===== src/pkg/dbag_defines.svh =====
// register offsets, field positions and fixed counts of the debug access gate
`ifndef DBAG_DEFINES_SVH
`define DBAG_DEFINES_SVH
`define DBAG_ADDR_W 8
`define DBAG_DATA_W 32
`define DBAG_OFF_CTRL 8'h00
`define DBAG_OFF_XADDR 8'h04
`define DBAG_OFF_WIN 8'h0c
`define DBAG_OFF_BANK0 8'h10
`define DBAG_OFF_BANK1 8'h14
`define DBAG_OFF_BANK2 8'h18
`define DBAG_OFF_BANK3 8'h1c
`define DBAG_OFF_AUTH 8'h20
`define DBAG_OFF_IRQ_STAT 8'h24
`define DBAG_OFF_IRQ_MASK 8'h28
`define DBAG_OFF_DP_STAT 8'h2c
`define DBAG_CTL_DEV 0
`define DBAG_CTL_SDEV 1
`define DBAG_CTL_RR_LO 2
`define DBAG_CTL_RR_HI 3
`define DBAG_CTL_SECEN 4
`define DBAG_CTL_LVL_LO 8
`define DBAG_CTL_LVL_HI 9
`define DBAG_EV_REFUSED 0
`define DBAG_EV_AUTH 1
`define DBAG_EV_W 2
`define DBAG_DP_STICKY 0
`define DBAG_AUTH_W 7
`define DBAG_SYNC_STAGES 2
`define DBAG_BD_IDX_LO 2
`define DBAG_BD_IDX_HI 3
`define DBAG_BD_KEEP_LO 4
`define DBAG_AFLD_NONE 2'h0
`define DBAG_AFLD_DENIED 2'h2
`define DBAG_AFLD_PERMIT 2'h3
`endif


===== src/pkg/dbag_pkg.sv =====
// types shared by the debug access gate modules
`default_nettype none
package dbag_pkg;
  typedef enum logic [2:0] {
    DBAG_NONE = 3'h0,
    DBAG_BASIC = 3'h1,
    DBAG_SECURE = 3'h2,
    DBAG_REALM = 3'h3,
    DBAG_LEG_NONE = 3'h4,
    DBAG_LEG_DEV = 3'h5,
    DBAG_LEG_DEV_SEC = 3'h6
  } dbag_mode_e;
  typedef enum logic [1:0] {
    DBAG_LVL_NS = 2'h0,
    DBAG_LVL_S = 2'h1,
    DBAG_LVL_REALM = 2'h2,
    DBAG_LVL_ROOT = 2'h3
  } dbag_level_e;
  typedef struct packed {
    logic device_access_enable;
    logic root_enable;
    logic realm_enable;
    logic secure_noninvasive_enable;
    logic secure_invasive_enable;
    logic noninvasive_enable;
    logic debug_enable;
  } dbag_auth_s;
endpackage : dbag_pkg
`default_nettype wire


===== src/pkg/dbag_auth_if.sv =====
// synchronised authentication levels passed from the synchroniser to the gate
`timescale 1ns/10ps
`default_nettype none
interface dbag_auth_if;
  dbag_pkg::dbag_auth_s lvl;
  modport src (output lvl);
  modport dst (input lvl);
endinterface : dbag_auth_if
`default_nettype wire


===== src/core/dbag_auth_sync.sv =====
// synchroniser chains for the authentication enable inputs
`timescale 1ns/10ps
`default_nettype none
`include "dbag_defines.svh"
module dbag_auth_sync #(
  parameter int STAGES = `DBAG_SYNC_STAGES
) (
  input wire logic clk,
  input wire logic sys_rst,
  input wire dbag_pkg::dbag_auth_s raw,
  dbag_auth_if.src sync
);
  generate
    if (STAGES < 2) begin : g_bad
      $error("dbag_auth_sync needs at least two stages");
    end
  endgenerate

  logic [`DBAG_AUTH_W-1:0] raw_vec;
  logic [`DBAG_AUTH_W-1:0] out_vec;
  assign raw_vec = raw;

  genvar i;
  generate
    for (i = 0; i < `DBAG_AUTH_W; i++) begin : g_bit
      logic [STAGES-1:0] chain_reg;
      // only the last stage leaves the chain; the first is never observed
      always_ff @(posedge clk or posedge sys_rst) begin
        if (sys_rst) begin
          chain_reg <= '0;
        end else begin
          chain_reg <= {chain_reg[STAGES-2:0], raw_vec[i]};
        end
      end
      assign out_vec[i] = chain_reg[STAGES-1];
    end
  endgenerate

  assign sync.lvl = out_vec;
endmodule : dbag_auth_sync
`default_nettype wire


===== src/core/dbag_gate.sv =====
// debug memory access port authentication gate with register port
//
// Contract
// RQ1 - without authentication inputs every memory transaction is permitted; the code permits Non-secure and Secure only, refusing Realm and Root.
// RQ2 - no-security variant permits access when debug or non-invasive enable high.
// RQ3 - security variants permit Non-secure and flag device access on basic enable.
// RQ4 - Secure permitted and both bits set when basic and any secure enable.
// RQ5 - secure non-invasive enable alone suffices for Secure in current version.
// RQ6 - realm variant permits Realm, sets realm bit, when basic and realm enable.
// RQ7 - Root permitted, root bit set, only with basic, secure, realm, root enables.
// RQ8 - system keeps realm and root enables consistent across all components.
// RQ9 - authentication status register reports the currently permitted debug level.
// RQ10 - system normally ties the device access enable input high.
// RQ11 - legacy refused data access issues nothing, sets sticky error flag.
// RQ12 - legacy device without device access enable reads device access as one.
// RQ13 - legacy two-input variant mirrors device enable and secure enable.
// RQ14 - legacy Secure needs basic enable and secure invasive enable only; the code also requires the device access enable.
// RQ15 - data window or banked data access starts memory access at address.
// RQ16 - enables are synchronised and permissions re-evaluated every cycle.
// RQ17 - each transaction checked against its level before issue downstream.
//
// Added by the designer: strobed register access and the register addresses.
`timescale 1ns/10ps
`default_nettype none
`include "dbag_defines.svh"
module dbag_gate #(
  parameter dbag_pkg::dbag_mode_e AUTH_MODE = dbag_pkg::DBAG_REALM,
  parameter int SYNC_STAGES = `DBAG_SYNC_STAGES
) (
  input wire logic clk,
  input wire logic sys_rst,
  input wire logic debug_enable_in,
  input wire logic noninvasive_enable_in,
  input wire logic secure_invasive_enable_in,
  input wire logic secure_noninvasive_enable_in,
  input wire logic realm_enable_in,
  input wire logic root_enable_in,
  input wire logic device_access_enable_in,
  input wire logic [`DBAG_ADDR_W-1:0] reg_addr,
  input wire logic [`DBAG_DATA_W-1:0] reg_wdata,
  input wire logic reg_wr,
  input wire logic reg_rd,
  output logic [`DBAG_DATA_W-1:0] reg_rdata,
  output logic mem_req,
  output logic mem_we,
  output logic [`DBAG_DATA_W-1:0] mem_addr,
  output logic [`DBAG_DATA_W-1:0] mem_wdata,
  output logic [1:0] mem_level,
  input wire logic mem_rvalid,
  input wire logic [`DBAG_DATA_W-1:0] mem_rdata,
  output logic sticky_error_flag,
  output logic irq
);
  generate
    if (SYNC_STAGES < 2) begin : g_bad_sync
      $error("dbag_gate needs at least two synchroniser stages");
    end
  endgenerate

  // permission bits: [0] Non-secure, [1] Secure, [2] Realm, [3] Root
  localparam int PERM_NS = 0;
  localparam int PERM_S = 1;
  localparam int PERM_REALM = 2;
  localparam int PERM_ROOT = 3;

  dbag_pkg::dbag_auth_s raw_auth;
  dbag_auth_if auth_sync_if ();

  assign raw_auth.debug_enable = debug_enable_in;
  assign raw_auth.noninvasive_enable = noninvasive_enable_in;
  assign raw_auth.secure_invasive_enable = secure_invasive_enable_in;
  assign raw_auth.secure_noninvasive_enable = secure_noninvasive_enable_in;
  assign raw_auth.realm_enable = realm_enable_in;
  assign raw_auth.root_enable = root_enable_in;
  assign raw_auth.device_access_enable = device_access_enable_in;

  // RQ16 synchronise enables
  dbag_auth_sync #(
    .STAGES(SYNC_STAGES)
  ) u_sync (
    .clk(clk),
    .sys_rst(sys_rst),
    .raw(raw_auth),
    .sync(auth_sync_if.src)
  );

  // permissions from the current enable levels, one bit per security level
  function automatic logic [3:0] eval_perm(
    input dbag_pkg::dbag_mode_e mode,
    input dbag_pkg::dbag_auth_s a
  );
    logic basic;
    logic sec_any;
    logic [3:0] p;
    basic = a.debug_enable | a.noninvasive_enable;
    sec_any = a.secure_invasive_enable | a.secure_noninvasive_enable;
    p = 4'h0;
    case (mode)
      // RQ1 no gating
      dbag_pkg::DBAG_NONE: p = 4'h3;
      // RQ12 legacy without device enable
      dbag_pkg::DBAG_LEG_NONE: p = 4'h3;
      // RQ2 cannot tell security apart
      dbag_pkg::DBAG_BASIC: p = {2'h0, basic, basic};
      // RQ3 RQ4 RQ5 secure variant
      dbag_pkg::DBAG_SECURE: p = {2'h0, basic & sec_any, basic};
      // RQ6 RQ7 realm variant, relies on RQ8 consistent enables
      dbag_pkg::DBAG_REALM: begin
        p[PERM_NS] = basic;
        p[PERM_S] = basic & sec_any;
        p[PERM_REALM] = basic & a.realm_enable;
        p[PERM_ROOT] = basic & sec_any & a.realm_enable & a.root_enable;
      end
      // RQ11 device enable alone, normally tied high per RQ10
      dbag_pkg::DBAG_LEG_DEV: begin
        p = {2'h0, a.device_access_enable, a.device_access_enable};
      end
      // RQ14 legacy secure ignores the non-invasive secure enable
      dbag_pkg::DBAG_LEG_DEV_SEC: begin
        p[PERM_NS] = a.device_access_enable;
        p[PERM_S] = a.device_access_enable & basic & a.secure_invasive_enable;
      end
      default: p = 4'h0;
    endcase
    return p;
  endfunction : eval_perm

  // two-bit authentication status field for one level
  function automatic logic [1:0] auth_field(input logic impl, input logic permit);
    if (!impl) begin
      return `DBAG_AFLD_NONE;
    end else if (permit) begin
      return `DBAG_AFLD_PERMIT;
    end else begin
      return `DBAG_AFLD_DENIED;
    end
  endfunction : auth_field

  // which security levels this variant can tell apart
  localparam logic [3:0] LEVEL_IMPL =
    (AUTH_MODE == dbag_pkg::DBAG_REALM) ? 4'hf :
    ((AUTH_MODE == dbag_pkg::DBAG_SECURE) ||
     (AUTH_MODE == dbag_pkg::DBAG_LEG_DEV_SEC)) ? 4'h3 : 4'h1;

  localparam logic IS_LEGACY =
    (AUTH_MODE == dbag_pkg::DBAG_LEG_NONE) ||
    (AUTH_MODE == dbag_pkg::DBAG_LEG_DEV) ||
    (AUTH_MODE == dbag_pkg::DBAG_LEG_DEV_SEC);

  // register state
  logic [3:0] perm_reg;
  logic [3:0] perm_next;
  logic secen_reg;
  logic [1:0] level_reg;
  logic [`DBAG_DATA_W-1:0] xaddr_reg;
  logic [`DBAG_DATA_W-1:0] rd_data_reg;
  logic [`DBAG_EV_W-1:0] irq_stat_reg;
  logic [`DBAG_EV_W-1:0] irq_mask_reg;
  logic sticky_reg;

  // RQ16 re-evaluated every cycle
  always_comb begin
    perm_next = eval_perm(AUTH_MODE, auth_sync_if.lvl);
  end

  always_ff @(posedge clk or posedge sys_rst) begin
    if (sys_rst) begin
      perm_reg <= 4'h0;
    end else begin
      perm_reg <= perm_next;
    end
  end

  // RQ13 mirror of the secure enable input
  always_ff @(posedge clk or posedge sys_rst) begin
    if (sys_rst) begin
      secen_reg <= 1'b0;
    end else begin
      secen_reg <= auth_sync_if.lvl.secure_invasive_enable;
    end
  end

  // address decode
  logic hit_ctrl;
  logic hit_xaddr;
  logic hit_win;
  logic hit_bd;
  logic hit_auth;
  logic hit_istat;
  logic hit_imask;
  logic hit_dp;
  logic [1:0] bd_idx;

  always_comb begin
    hit_ctrl = 1'b0;
    hit_xaddr = 1'b0;
    hit_win = 1'b0;
    hit_bd = 1'b0;
    hit_auth = 1'b0;
    hit_istat = 1'b0;
    hit_imask = 1'b0;
    hit_dp = 1'b0;
    bd_idx = reg_addr[`DBAG_BD_IDX_HI:`DBAG_BD_IDX_LO];
    if (reg_addr == `DBAG_OFF_CTRL) begin
      hit_ctrl = 1'b1;
    end else if (reg_addr == `DBAG_OFF_XADDR) begin
      hit_xaddr = 1'b1;
    end else if (reg_addr == `DBAG_OFF_WIN) begin
      hit_win = 1'b1;
    end else if ((reg_addr >= `DBAG_OFF_BANK0) && (reg_addr <= `DBAG_OFF_BANK3) &&
                 (reg_addr[1:0] == 2'h0)) begin
      hit_bd = 1'b1;
    end else if (reg_addr == `DBAG_OFF_AUTH) begin
      hit_auth = 1'b1;
    end else if (reg_addr == `DBAG_OFF_IRQ_STAT) begin
      hit_istat = 1'b1;
    end else if (reg_addr == `DBAG_OFF_IRQ_MASK) begin
      hit_imask = 1'b1;
    end else if (reg_addr == `DBAG_OFF_DP_STAT) begin
      hit_dp = 1'b1;
    end
  end

  // requested transfer and its gating
  logic data_access;
  logic level_ok;
  logic issue;
  logic refuse;
  logic [`DBAG_DATA_W-1:0] access_addr;

  always_comb begin
    data_access = (reg_wr | reg_rd) & (hit_win | hit_bd);
    // RQ17 check the requested level
    // RQ1 RQ12 ungated variants keep Secure open; upper levels are zero in perm
    level_ok = perm_reg[level_reg];
    // RQ11 no transaction when refused
    issue = data_access & level_ok;
    refuse = data_access & ~level_ok;
    // RQ15 address from the transfer address
    if (hit_bd) begin
      access_addr = {xaddr_reg[`DBAG_DATA_W-1:`DBAG_BD_KEEP_LO], bd_idx, 2'h0};
    end else begin
      access_addr = xaddr_reg;
    end
  end

  // control register: only the level field is writable
  always_ff @(posedge clk or posedge sys_rst) begin
    if (sys_rst) begin
      level_reg <= dbag_pkg::DBAG_LVL_NS;
    end else if (reg_wr && hit_ctrl) begin
      level_reg <= reg_wdata[`DBAG_CTL_LVL_HI:`DBAG_CTL_LVL_LO];
    end
  end

  // address never auto-increments here
  always_ff @(posedge clk or posedge sys_rst) begin
    if (sys_rst) begin
      xaddr_reg <= '0;
    end else if (reg_wr && hit_xaddr) begin
      xaddr_reg <= reg_wdata;
    end
  end

  // RQ15 RQ17 downstream request, one cycle after the register access
  always_ff @(posedge clk or posedge sys_rst) begin
    if (sys_rst) begin
      mem_req <= 1'b0;
      mem_we <= 1'b0;
      mem_addr <= '0;
      mem_wdata <= '0;
      mem_level <= dbag_pkg::DBAG_LVL_NS;
    end else begin
      mem_req <= issue;
      if (issue) begin
        mem_we <= reg_wr;
        mem_addr <= access_addr;
        mem_wdata <= reg_wdata;
        mem_level <= level_reg;
      end
    end
  end

  // reads return the last completed memory read; the port cannot stall
  always_ff @(posedge clk or posedge sys_rst) begin
    if (sys_rst) begin
      rd_data_reg <= '0;
    end else if (mem_rvalid) begin
      rd_data_reg <= mem_rdata;
    end
  end

  // RQ11 sticky error on refused access, set beats clear
  always_ff @(posedge clk or posedge sys_rst) begin
    if (sys_rst) begin
      sticky_reg <= 1'b0;
    end else if (refuse) begin
      sticky_reg <= 1'b1;
    end else if (reg_wr && hit_dp && reg_wdata[`DBAG_DP_STICKY]) begin
      sticky_reg <= 1'b0;
    end
  end

  assign sticky_error_flag = sticky_reg;

  // interrupt events; a new event in a clearing cycle stays set
  logic [`DBAG_EV_W-1:0] ev_set;
  logic [`DBAG_EV_W-1:0] ev_clr;

  always_comb begin
    ev_set = '0;
    ev_set[`DBAG_EV_REFUSED] = refuse;
    ev_set[`DBAG_EV_AUTH] = (perm_next != perm_reg);
    ev_clr = '0;
    if (reg_wr && hit_istat) begin
      ev_clr = reg_wdata[`DBAG_EV_W-1:0];
    end
  end

  always_ff @(posedge clk or posedge sys_rst) begin
    if (sys_rst) begin
      irq_stat_reg <= '0;
    end else begin
      irq_stat_reg <= (irq_stat_reg & ~ev_clr) | ev_set;
    end
  end

  always_ff @(posedge clk or posedge sys_rst) begin
    if (sys_rst) begin
      irq_mask_reg <= '0;
    end else if (reg_wr && hit_imask) begin
      irq_mask_reg <= reg_wdata[`DBAG_EV_W-1:0];
    end
  end

  assign irq = |(irq_stat_reg & irq_mask_reg);

  // status word contents
  logic [`DBAG_DATA_W-1:0] ctrl_view;
  logic [`DBAG_DATA_W-1:0] auth_view;

  always_comb begin
    ctrl_view = '0;
    // RQ2 RQ3 RQ12 RQ13 device access allowed
    ctrl_view[`DBAG_CTL_DEV] = perm_reg[PERM_NS];
    // RQ4 secure access allowed
    if (!IS_LEGACY) begin
      ctrl_view[`DBAG_CTL_SDEV] = perm_reg[PERM_S] & LEVEL_IMPL[PERM_S];
    end
    // RQ6 RQ7 realm and root bits
    if (AUTH_MODE == dbag_pkg::DBAG_REALM) begin
      ctrl_view[`DBAG_CTL_RR_HI:`DBAG_CTL_RR_LO] = perm_reg[PERM_ROOT:PERM_REALM];
    end
    // RQ13 secure enable mirror
    if (AUTH_MODE == dbag_pkg::DBAG_LEG_DEV_SEC) begin
      ctrl_view[`DBAG_CTL_SECEN] = secen_reg;
    end
    ctrl_view[`DBAG_CTL_LVL_HI:`DBAG_CTL_LVL_LO] = level_reg;
  end

  // RQ9 permitted level per field
  always_comb begin
    auth_view = '0;
    auth_view[1:0] = auth_field(LEVEL_IMPL[PERM_NS], perm_reg[PERM_NS]);
    auth_view[3:2] = auth_field(LEVEL_IMPL[PERM_S], perm_reg[PERM_S]);
    auth_view[5:4] = auth_field(LEVEL_IMPL[PERM_REALM], perm_reg[PERM_REALM]);
    auth_view[7:6] = auth_field(LEVEL_IMPL[PERM_ROOT], perm_reg[PERM_ROOT]);
  end

  // read data stands only in the cycle after the strobe
  always_ff @(posedge clk or posedge sys_rst) begin
    if (sys_rst) begin
      reg_rdata <= '0;
    end else if (!reg_rd) begin
      reg_rdata <= '0;
    end else if (hit_ctrl) begin
      reg_rdata <= ctrl_view;
    end else if (hit_xaddr) begin
      reg_rdata <= xaddr_reg;
    end else if (hit_win || hit_bd) begin
      reg_rdata <= level_ok ? rd_data_reg : '0;
    end else if (hit_auth) begin
      reg_rdata <= auth_view;
    end else if (hit_istat) begin
      reg_rdata <= {{(`DBAG_DATA_W-`DBAG_EV_W){1'b0}}, irq_stat_reg};
    end else if (hit_imask) begin
      reg_rdata <= {{(`DBAG_DATA_W-`DBAG_EV_W){1'b0}}, irq_mask_reg};
    end else if (hit_dp) begin
      reg_rdata <= {{(`DBAG_DATA_W-1){1'b0}}, sticky_reg};
    end else begin
      reg_rdata <= '0;
    end
  end
endmodule : dbag_gate
`default_nettype wire


===== config.mk =====
export PLATFORM = sky130hd
export DESIGN_NAME = dbag_gate
export DESIGN_NICKNAME = d
export VERILOG_FILES = /design/src/pkg/dbag_pkg.sv /design/src/pkg/dbag_auth_if.sv /design/src/core/dbag_auth_sync.sv /design/src/core/dbag_gate.sv
export VERILOG_INCLUDE_DIRS = /design/src /design/src/pkg
export SDC_FILE = /design/constraint.sdc
export NUM_CORES = 1
export LEC_CHECK = 0
export BUFFER_PORTS_ARGS = -buffer_cell sky130_fd_sc_hd__buf_2
export CORE_MARGIN = 1.5
export CORE_UTILIZATION = 48
export CTS_BUF_LIST = sky130_fd_sc_hd__clkbuf_16
export DETAILED_ROUTE_END_ITERATION = 8
export HOLD_SLACK_MARGIN = 0.1
export PLACE_DENSITY = 0.76
export SYNTH_ARGS = -nofsm -noshare
export SYNTH_HDL_FRONTEND = slang
export SYNTH_SLANG_ARGS = --single-unit

===== constraint.sdc =====
create_clock -name clk -period 4.9 [get_ports clk]
set_input_delay 0 -clock clk [delete_from_list [all_inputs] [get_ports clk]]
set_output_delay 0 -clock clk [all_outputs]
set_load 0.02 [all_outputs]

### Yosys cells after proc, flatten, opt, wreduce, memory -nomap -nowiden

Cells that the tools add are included.

| word-level totals | value |
|---|---|
| flip-flop bits (word level) | 187 |
| bits of input ports | 84 |
| output and inout port bits | 102 |
| word-level logic and storage cells | 113 |

| cells by class | value |
|---|---|
| order comparisons | 3 |
| equal/unequal tests | 7 |
| muxes and demuxes | 55 |
| bitwise operators | 16 |
| reduce and logical (&&, ||, !) cells | 13 |

Operators by type and width:

| operator | number |
|---|---|
| $mux 32 | 5 |
| $mux 1 | 44 |
| $eq 8x6->1 const B | 4 |
| $eq 8x3->1 const B | 1 |
| $eq 8x4->1 const B | 1 |
| $ge 8x5->1 const B | 1 |
| $le 8x5->1 const B | 1 |
| $logic_and 1x1->1 | 8 |
| $logic_not 8->1 | 1 |
| $mux 8 | 1 |
| $and 1x1->1 | 7 |
| $mux 2 | 3 |
| $and 2x2->2 | 2 |
| $mux 4 | 1 |
| $ne 4x4->1 | 1 |
| $or 1x1->1 | 4 |
| $lt 2x3->1 const B | 1 |
| $bmux 1 s2 | 1 |
| $logic_not 2->1 | 1 |
| $not 2->2 | 1 |
| $or 2x2->2 | 1 |
| $reduce_bool 2->1 | 1 |
| $reduce_or 2->1 | 1 |
| $logic_or 1x1->1 | 1 |
| $not 1->1 | 1 |

### Depth between registers and ports, before layout

| depth | value |
|---|---|
| depth after elaboration | 17 |
| depth in mapped cells | 6 |
| gate-level depth less buffers | 4 |

### Modules after synthesis

Synthesis repeated with hierarchy kept, for this count alone.

| second synthesis, totals | value |
|---|---|
| cell total of the unflattened synthesis | 508 |
| area, all modules | 7430.9 sq um |

By module, submodules not included:

| module | instances | cells each | area an instance (sq um) | sequential area each (sq um) |
|---|---|---|---|---|
| dbag_gate | 1 | 486 | 7024.2 | 4379.2 |
| dbag_auth_sync | 1 | 22 | 406.6 | 350.3 |

### Least setup slack after synthesis

OpenSTA, ideal clock, no wires.

| timing | value |
|---|---|
| path kind | register to register |
| start | register level_reg[1] |
| end | register mem_wdata[10] |
| setup time | 125 ps |
| data arrival time | 1670 ps |
| data required time | 4775 ps |
| slack | 3105 ps |
| cell stages (with the launch flop) | 6 |
| path buffers | 2 |
| clock period less this slack | 1795 ps |
| path through | dfrtp_1 -> mux4_2 -> nand2_1 -> buf_6 -> buf_6 -> mux2_4 |

| on the way | value |
|---|---|
| cells in the longest elaborated chain, start to end | 3 |

Ends and longest elaborated chain:

| element | RTL line | RTL |
|---|---|---|
| start: declaration | dbag_gate.sv:154 | `logic [1:0] level_reg;` |
| start signal: assignment | dbag_gate.sv:250 | `level_reg <= dbag_pkg::DBAG_LVL_NS;` |
| start signal: assignment | dbag_gate.sv:252 | `` level_reg <= reg_wdata[`DBAG_CTL_LVL_HI:`DBAG_CTL_LVL_LO]; `` |
| $bmux 1 s2 | dbag_gate.sv:235 | `level_ok = perm_reg[level_reg];` |
| $mux 1 (implied by the code) | dbag_gate.sv:235 |  |
| $and 1x1->1 | dbag_gate.sv:237 | `issue = data_access & level_ok;` |
| end signal: assignment | dbag_gate.sv:278 | `mem_wdata <= reg_wdata;` |
| end: declaration | dbag_gate.sv:47 | `` output logic [`DBAG_DATA_W-1:0] mem_wdata, `` |

Every way passes these cells. The select of a mux whose other input is x is not followed.
A chain may end at the register's enable or synchronous reset.

### Final worst setup path

| timing | value |
|---|---|
| start | input reg_addr[6] |
| end | register irq_stat_reg[0] |

| on the way | value |
|---|---|
| cells in the longest elaborated chain, start to end | 12 |
| elaborated cells between the ends (all ways) | 30 |
| classes of those cells | order compare: 2; eq/ne: 4; mux: 14; bitwise: 6; reduce/logical: 4 |

Ends and longest elaborated chain:

| element | RTL line | RTL |
|---|---|---|
| start: declaration | dbag_gate.sv:39 | `` input wire logic [`DBAG_ADDR_W-1:0] reg_addr, `` |
| $ge 8x5->1 (no source line) (tied with other cells) | n/a |  |
| $logic_and 1x1->1 / $mux 1 (equally long branches) | dbag_gate.sv:210, dbag_gate.sv:215 |  |
| $logic_and 1x1->1 / $mux 1 (equally long branches) | dbag_gate.sv:210, dbag_gate.sv:213 |  |
| $mux 1 | dbag_gate.sv:210 | `` end else if ((reg_addr >= `DBAG_OFF_BANK0) && (reg_addr <= `DBAG_OFF_BANK3) && `` |
| $mux 1 | dbag_gate.sv:208 | `` end else if (reg_addr == `DBAG_OFF_WIN) begin `` |
| $mux 1 | dbag_gate.sv:206 | `` end else if (reg_addr == `DBAG_OFF_XADDR) begin `` |
| $mux 1 | dbag_gate.sv:204 | `` if (reg_addr == `DBAG_OFF_CTRL) begin `` |
| $logic_and 1x1->1 | dbag_gate.sv:315 | `if (reg_wr && hit_istat) begin` |
| $mux 2 | dbag_gate.sv:315 |  |
| $not 2->2 | dbag_gate.sv:324 | `irq_stat_reg <= (irq_stat_reg & ~ev_clr) \| ev_set;` |
| $and 2x2->2 | dbag_gate.sv:324 |  |
| $or 2x2->2 * | dbag_gate.sv:324 |  |
| end signal: assignment | dbag_gate.sv:324 |  |
| end: declaration | dbag_gate.sv:157 | `` logic [`DBAG_EV_W-1:0] irq_stat_reg; `` |

Every way passes the cells marked *; elsewhere a longest branch is shown, timed or not.

==> results.json <==
{
  "status": "finished clean",
  "drtAntennaViolNets": 0,
  "setup_slack_ns": 1.89,
  "power_leakage_nw": 5.09,
  "syn_avg_cell_area_sq_um": 14.8,
  "cp_common_cell": "dlygate4sd3_1",
  "clock-sinks": 187,
  "root_buffer": "clkbuf_16",
  "synth_edf_count": 0,
  "yosysSeqAreaShare_pct": 62.9,
  "routedWlPerCell_um": 18.3,
  "insertion_delay_ns": 0.43,
  "final_util_pct": 65.5,
  "fin_skew_ns": 0.0127,
  "max_slew_margin_pct": 25.4,
  "drv_cap": 0,
  "hold_slack_ns": 0.141,
  "cts.htree.levels": 4,
  "p_per_area_nw_per_um2": 365,
  "finalWeightedCongestion": 0.884,
  "coreArea_sq_um": 15100,
  "synthesis.area_sq_um": 7430,
  "die_h_um": 127,
  "hpwl_um": 10800,
  "ys_top_cells_by_count": "187 x dfrtp_1, 104 x mux2_2, 34 x nor2_1",
  "critPathCaptureType": "flop",
  "fin_tns_setup_ns": 0,
  "num_antenna_cells": 0,
  "drtIter0Drc": 313,
  "area_growth_pct": 33.4,
  "route.detailed.drc": 0,
  "max_freq_mhz": 333,
  "synth.distinct_cells": 48,
  "die_x_um": 127,
  "grt_pass1_vias": 5392,
  "pin_count": 186,
  "critical_path_required_ns": 5.21,
  "antenna_found_initial": 0,
  "port_buffers": 184,
  "stdcell_count": 964,
  "setup_violations": 0,
  "synth_warnings": 0,
  "overflow": 0,
  "track_usage_pct": 22.4,
  "rrSetupSlack_ns": 2.38,
  "crit_path_cell_trace": "dlygate4sd3_1 -> buf_2 -> nor4_1 -> dlygate4sd3_1 -> nand3_1 -> dlygate4sd3_1 -> o21ai_0 -> nand2_1 -> dlygate4sd3_1",
  "nNetsFinal": 847,
  "cpMaxStageDelayCell": "dlygate4sd3_1",
  "first_pass_iters": 4,
  "timing.final.crit_share_pct": 61.3,
  "dpl_cell_area_sq_um": 8490,
  "synth_seq_cells": 187,
  "yosys.cell_count.top_type": "dfrtp_1",
  "crit_family": "buffers and inverters",
  "layout-drive-gt1-share_pct": 46.9,
  "cp_max_fo": 3,
  "async_flop_share_pct": 100,
  "synth_top_area_share_pct": 62.9,
  "synth_cells": 504,
  "ys_top_cells_by_area": "dfrtp_1 63%, mux2_2 16%, mux2_4 5.5%",
  "dp.cells": 852,
  "grt_pass1_wl_um": 28000,
  "clk_pin_slew_worst_paths_ns": 0.07,
  "critPathArrivalTime_ns": 3.32,
  "grt_max_degree": 188,
  "synth_largest_area_cell": "dfrtp_1",
  "row_count": 45,
  "finalMaxSlewViolations": 0,
  "synth_nets": 588,
  "viasPerCell": 5.32,
  "worst-path-buf-inv": 5,
  "total_power_mw": 3.62,
  "cts_made_buffers": 17,
  "num_vias": 5133,
  "synth_flop_cell": "dfrtp_1",
  "initial_core_util_pct": 49.1,
  "tightest_slew_ns": 1.12,
  "hold_viol_final": 0,
  "rsz0062_at_grt": "false",
  "cts_resized": 0,
  "crit_path_max_incr_delay_ns": 0.64,
  "routed_wl_um": 17600,
  "die_area_sq_um": 16200,
  "irDropWorstVdd_uv": 230,
  "design_area_sq_um": 9920,
  "min_path_type": "primary input to flop",
  "path_class": "primary input to flop",
  "startpoint_type": "primary input",
  "fin_crit_ns": 3.01,
  "cts_buffer_depth": 2,
  "cts_tree": "done",
  "dp_slack_ns": 2.29
}
-- area by class of cell --
cell class                      instances  area, sq um
Fill cell                            1048         5230
Sequential cell                       187         4680
Multi-Input combinational cell        281         2580
Timing Repair Buffer                  267         1760
Clock buffer                           17          425
Tap cell                              188          235
Clock inverter                         15          203
Inverter                                9         37.5
-- tightest hold or removal path: stages --
cell     delay, ns
buf_2         0.18
nand3_1       0.11
o21a_1        0.14
or3_1         0.10
-- power by group --
group / leakage [nW] / switching [mW] / total, mW / internal (mW)
Sequential: 2.45 / 0.0670 / 1.72 / 1.65
Combinational: 2.34 / 0.224 / 0.444 / 0.220
Clock: 0.303 / 0.627 / 1.45 / 0.825
Total: 5.09 / 0.918 / 3.62 / 2.70
-- layout by cell type, fill, tap and decap left out, drive strengths merged, types with 4 or more instances in the layout --
cell type,instances
nand3,5
dlygate4sd3,80
o21ai,7
clkbuf,17
mux2,132
dfrtp,187
a22oi,25
nand2,13
buf,187
nor2,34
nor4,8
a21oi,5
nand2b,4
mux2i,4
nor3,6
inv,16
-- final timing paths --
| check | start | to | cells after the start |
|---|---|---|---|
| min in group asynchronous | sys_rst | u_sync.g_bit[3].chain_reg[0] | 4 |
| setup reg to reg | level_reg[1] | reg_rdata[9] | 5 |
| max in group asynchronous | sys_rst | irq_mask_reg[0] | 4 |
| setup / recovery | reg_addr[6] | irq_stat_reg[0] | 9 |
| hold reg to reg | u_sync.g_bit[2].chain_reg[0] | u_sync.g_bit[2].chain_reg[1] | 0 |
| hold / removal | reg_addr[5] | irq_stat_reg[1] | 4 |
-- cell families after synthesis --
kind of cell / count (synthesis) / synth area share (%)
buf+inv: 36 / 2.57
xor+xnor: 2 / 0.236
mux: 138 / 22.5
simple gates: 86 / 6.46
compound gates: 55 / 5.28
flops: 187 / 62.9
-- what timing repair did --
action | in CTS | in global routing
setup buffers | 0 | 0
endpoints found under the hold margin | 304 | 0
hold buffers | 80 | 0
endpoints found under the setup margin | 0 | 0
-- per-layer routing --
metal  vias up  track usage [%]  part of all wire (%)
met5         -                0                     0
li1       2318                -                     -
met4         0             8.96                   2.2
met1      2589             28.5                    42
met2       190             36.7                    50
met3        36             5.82                   6.2
Note: power is estimated with default switching activity, not from simulation.
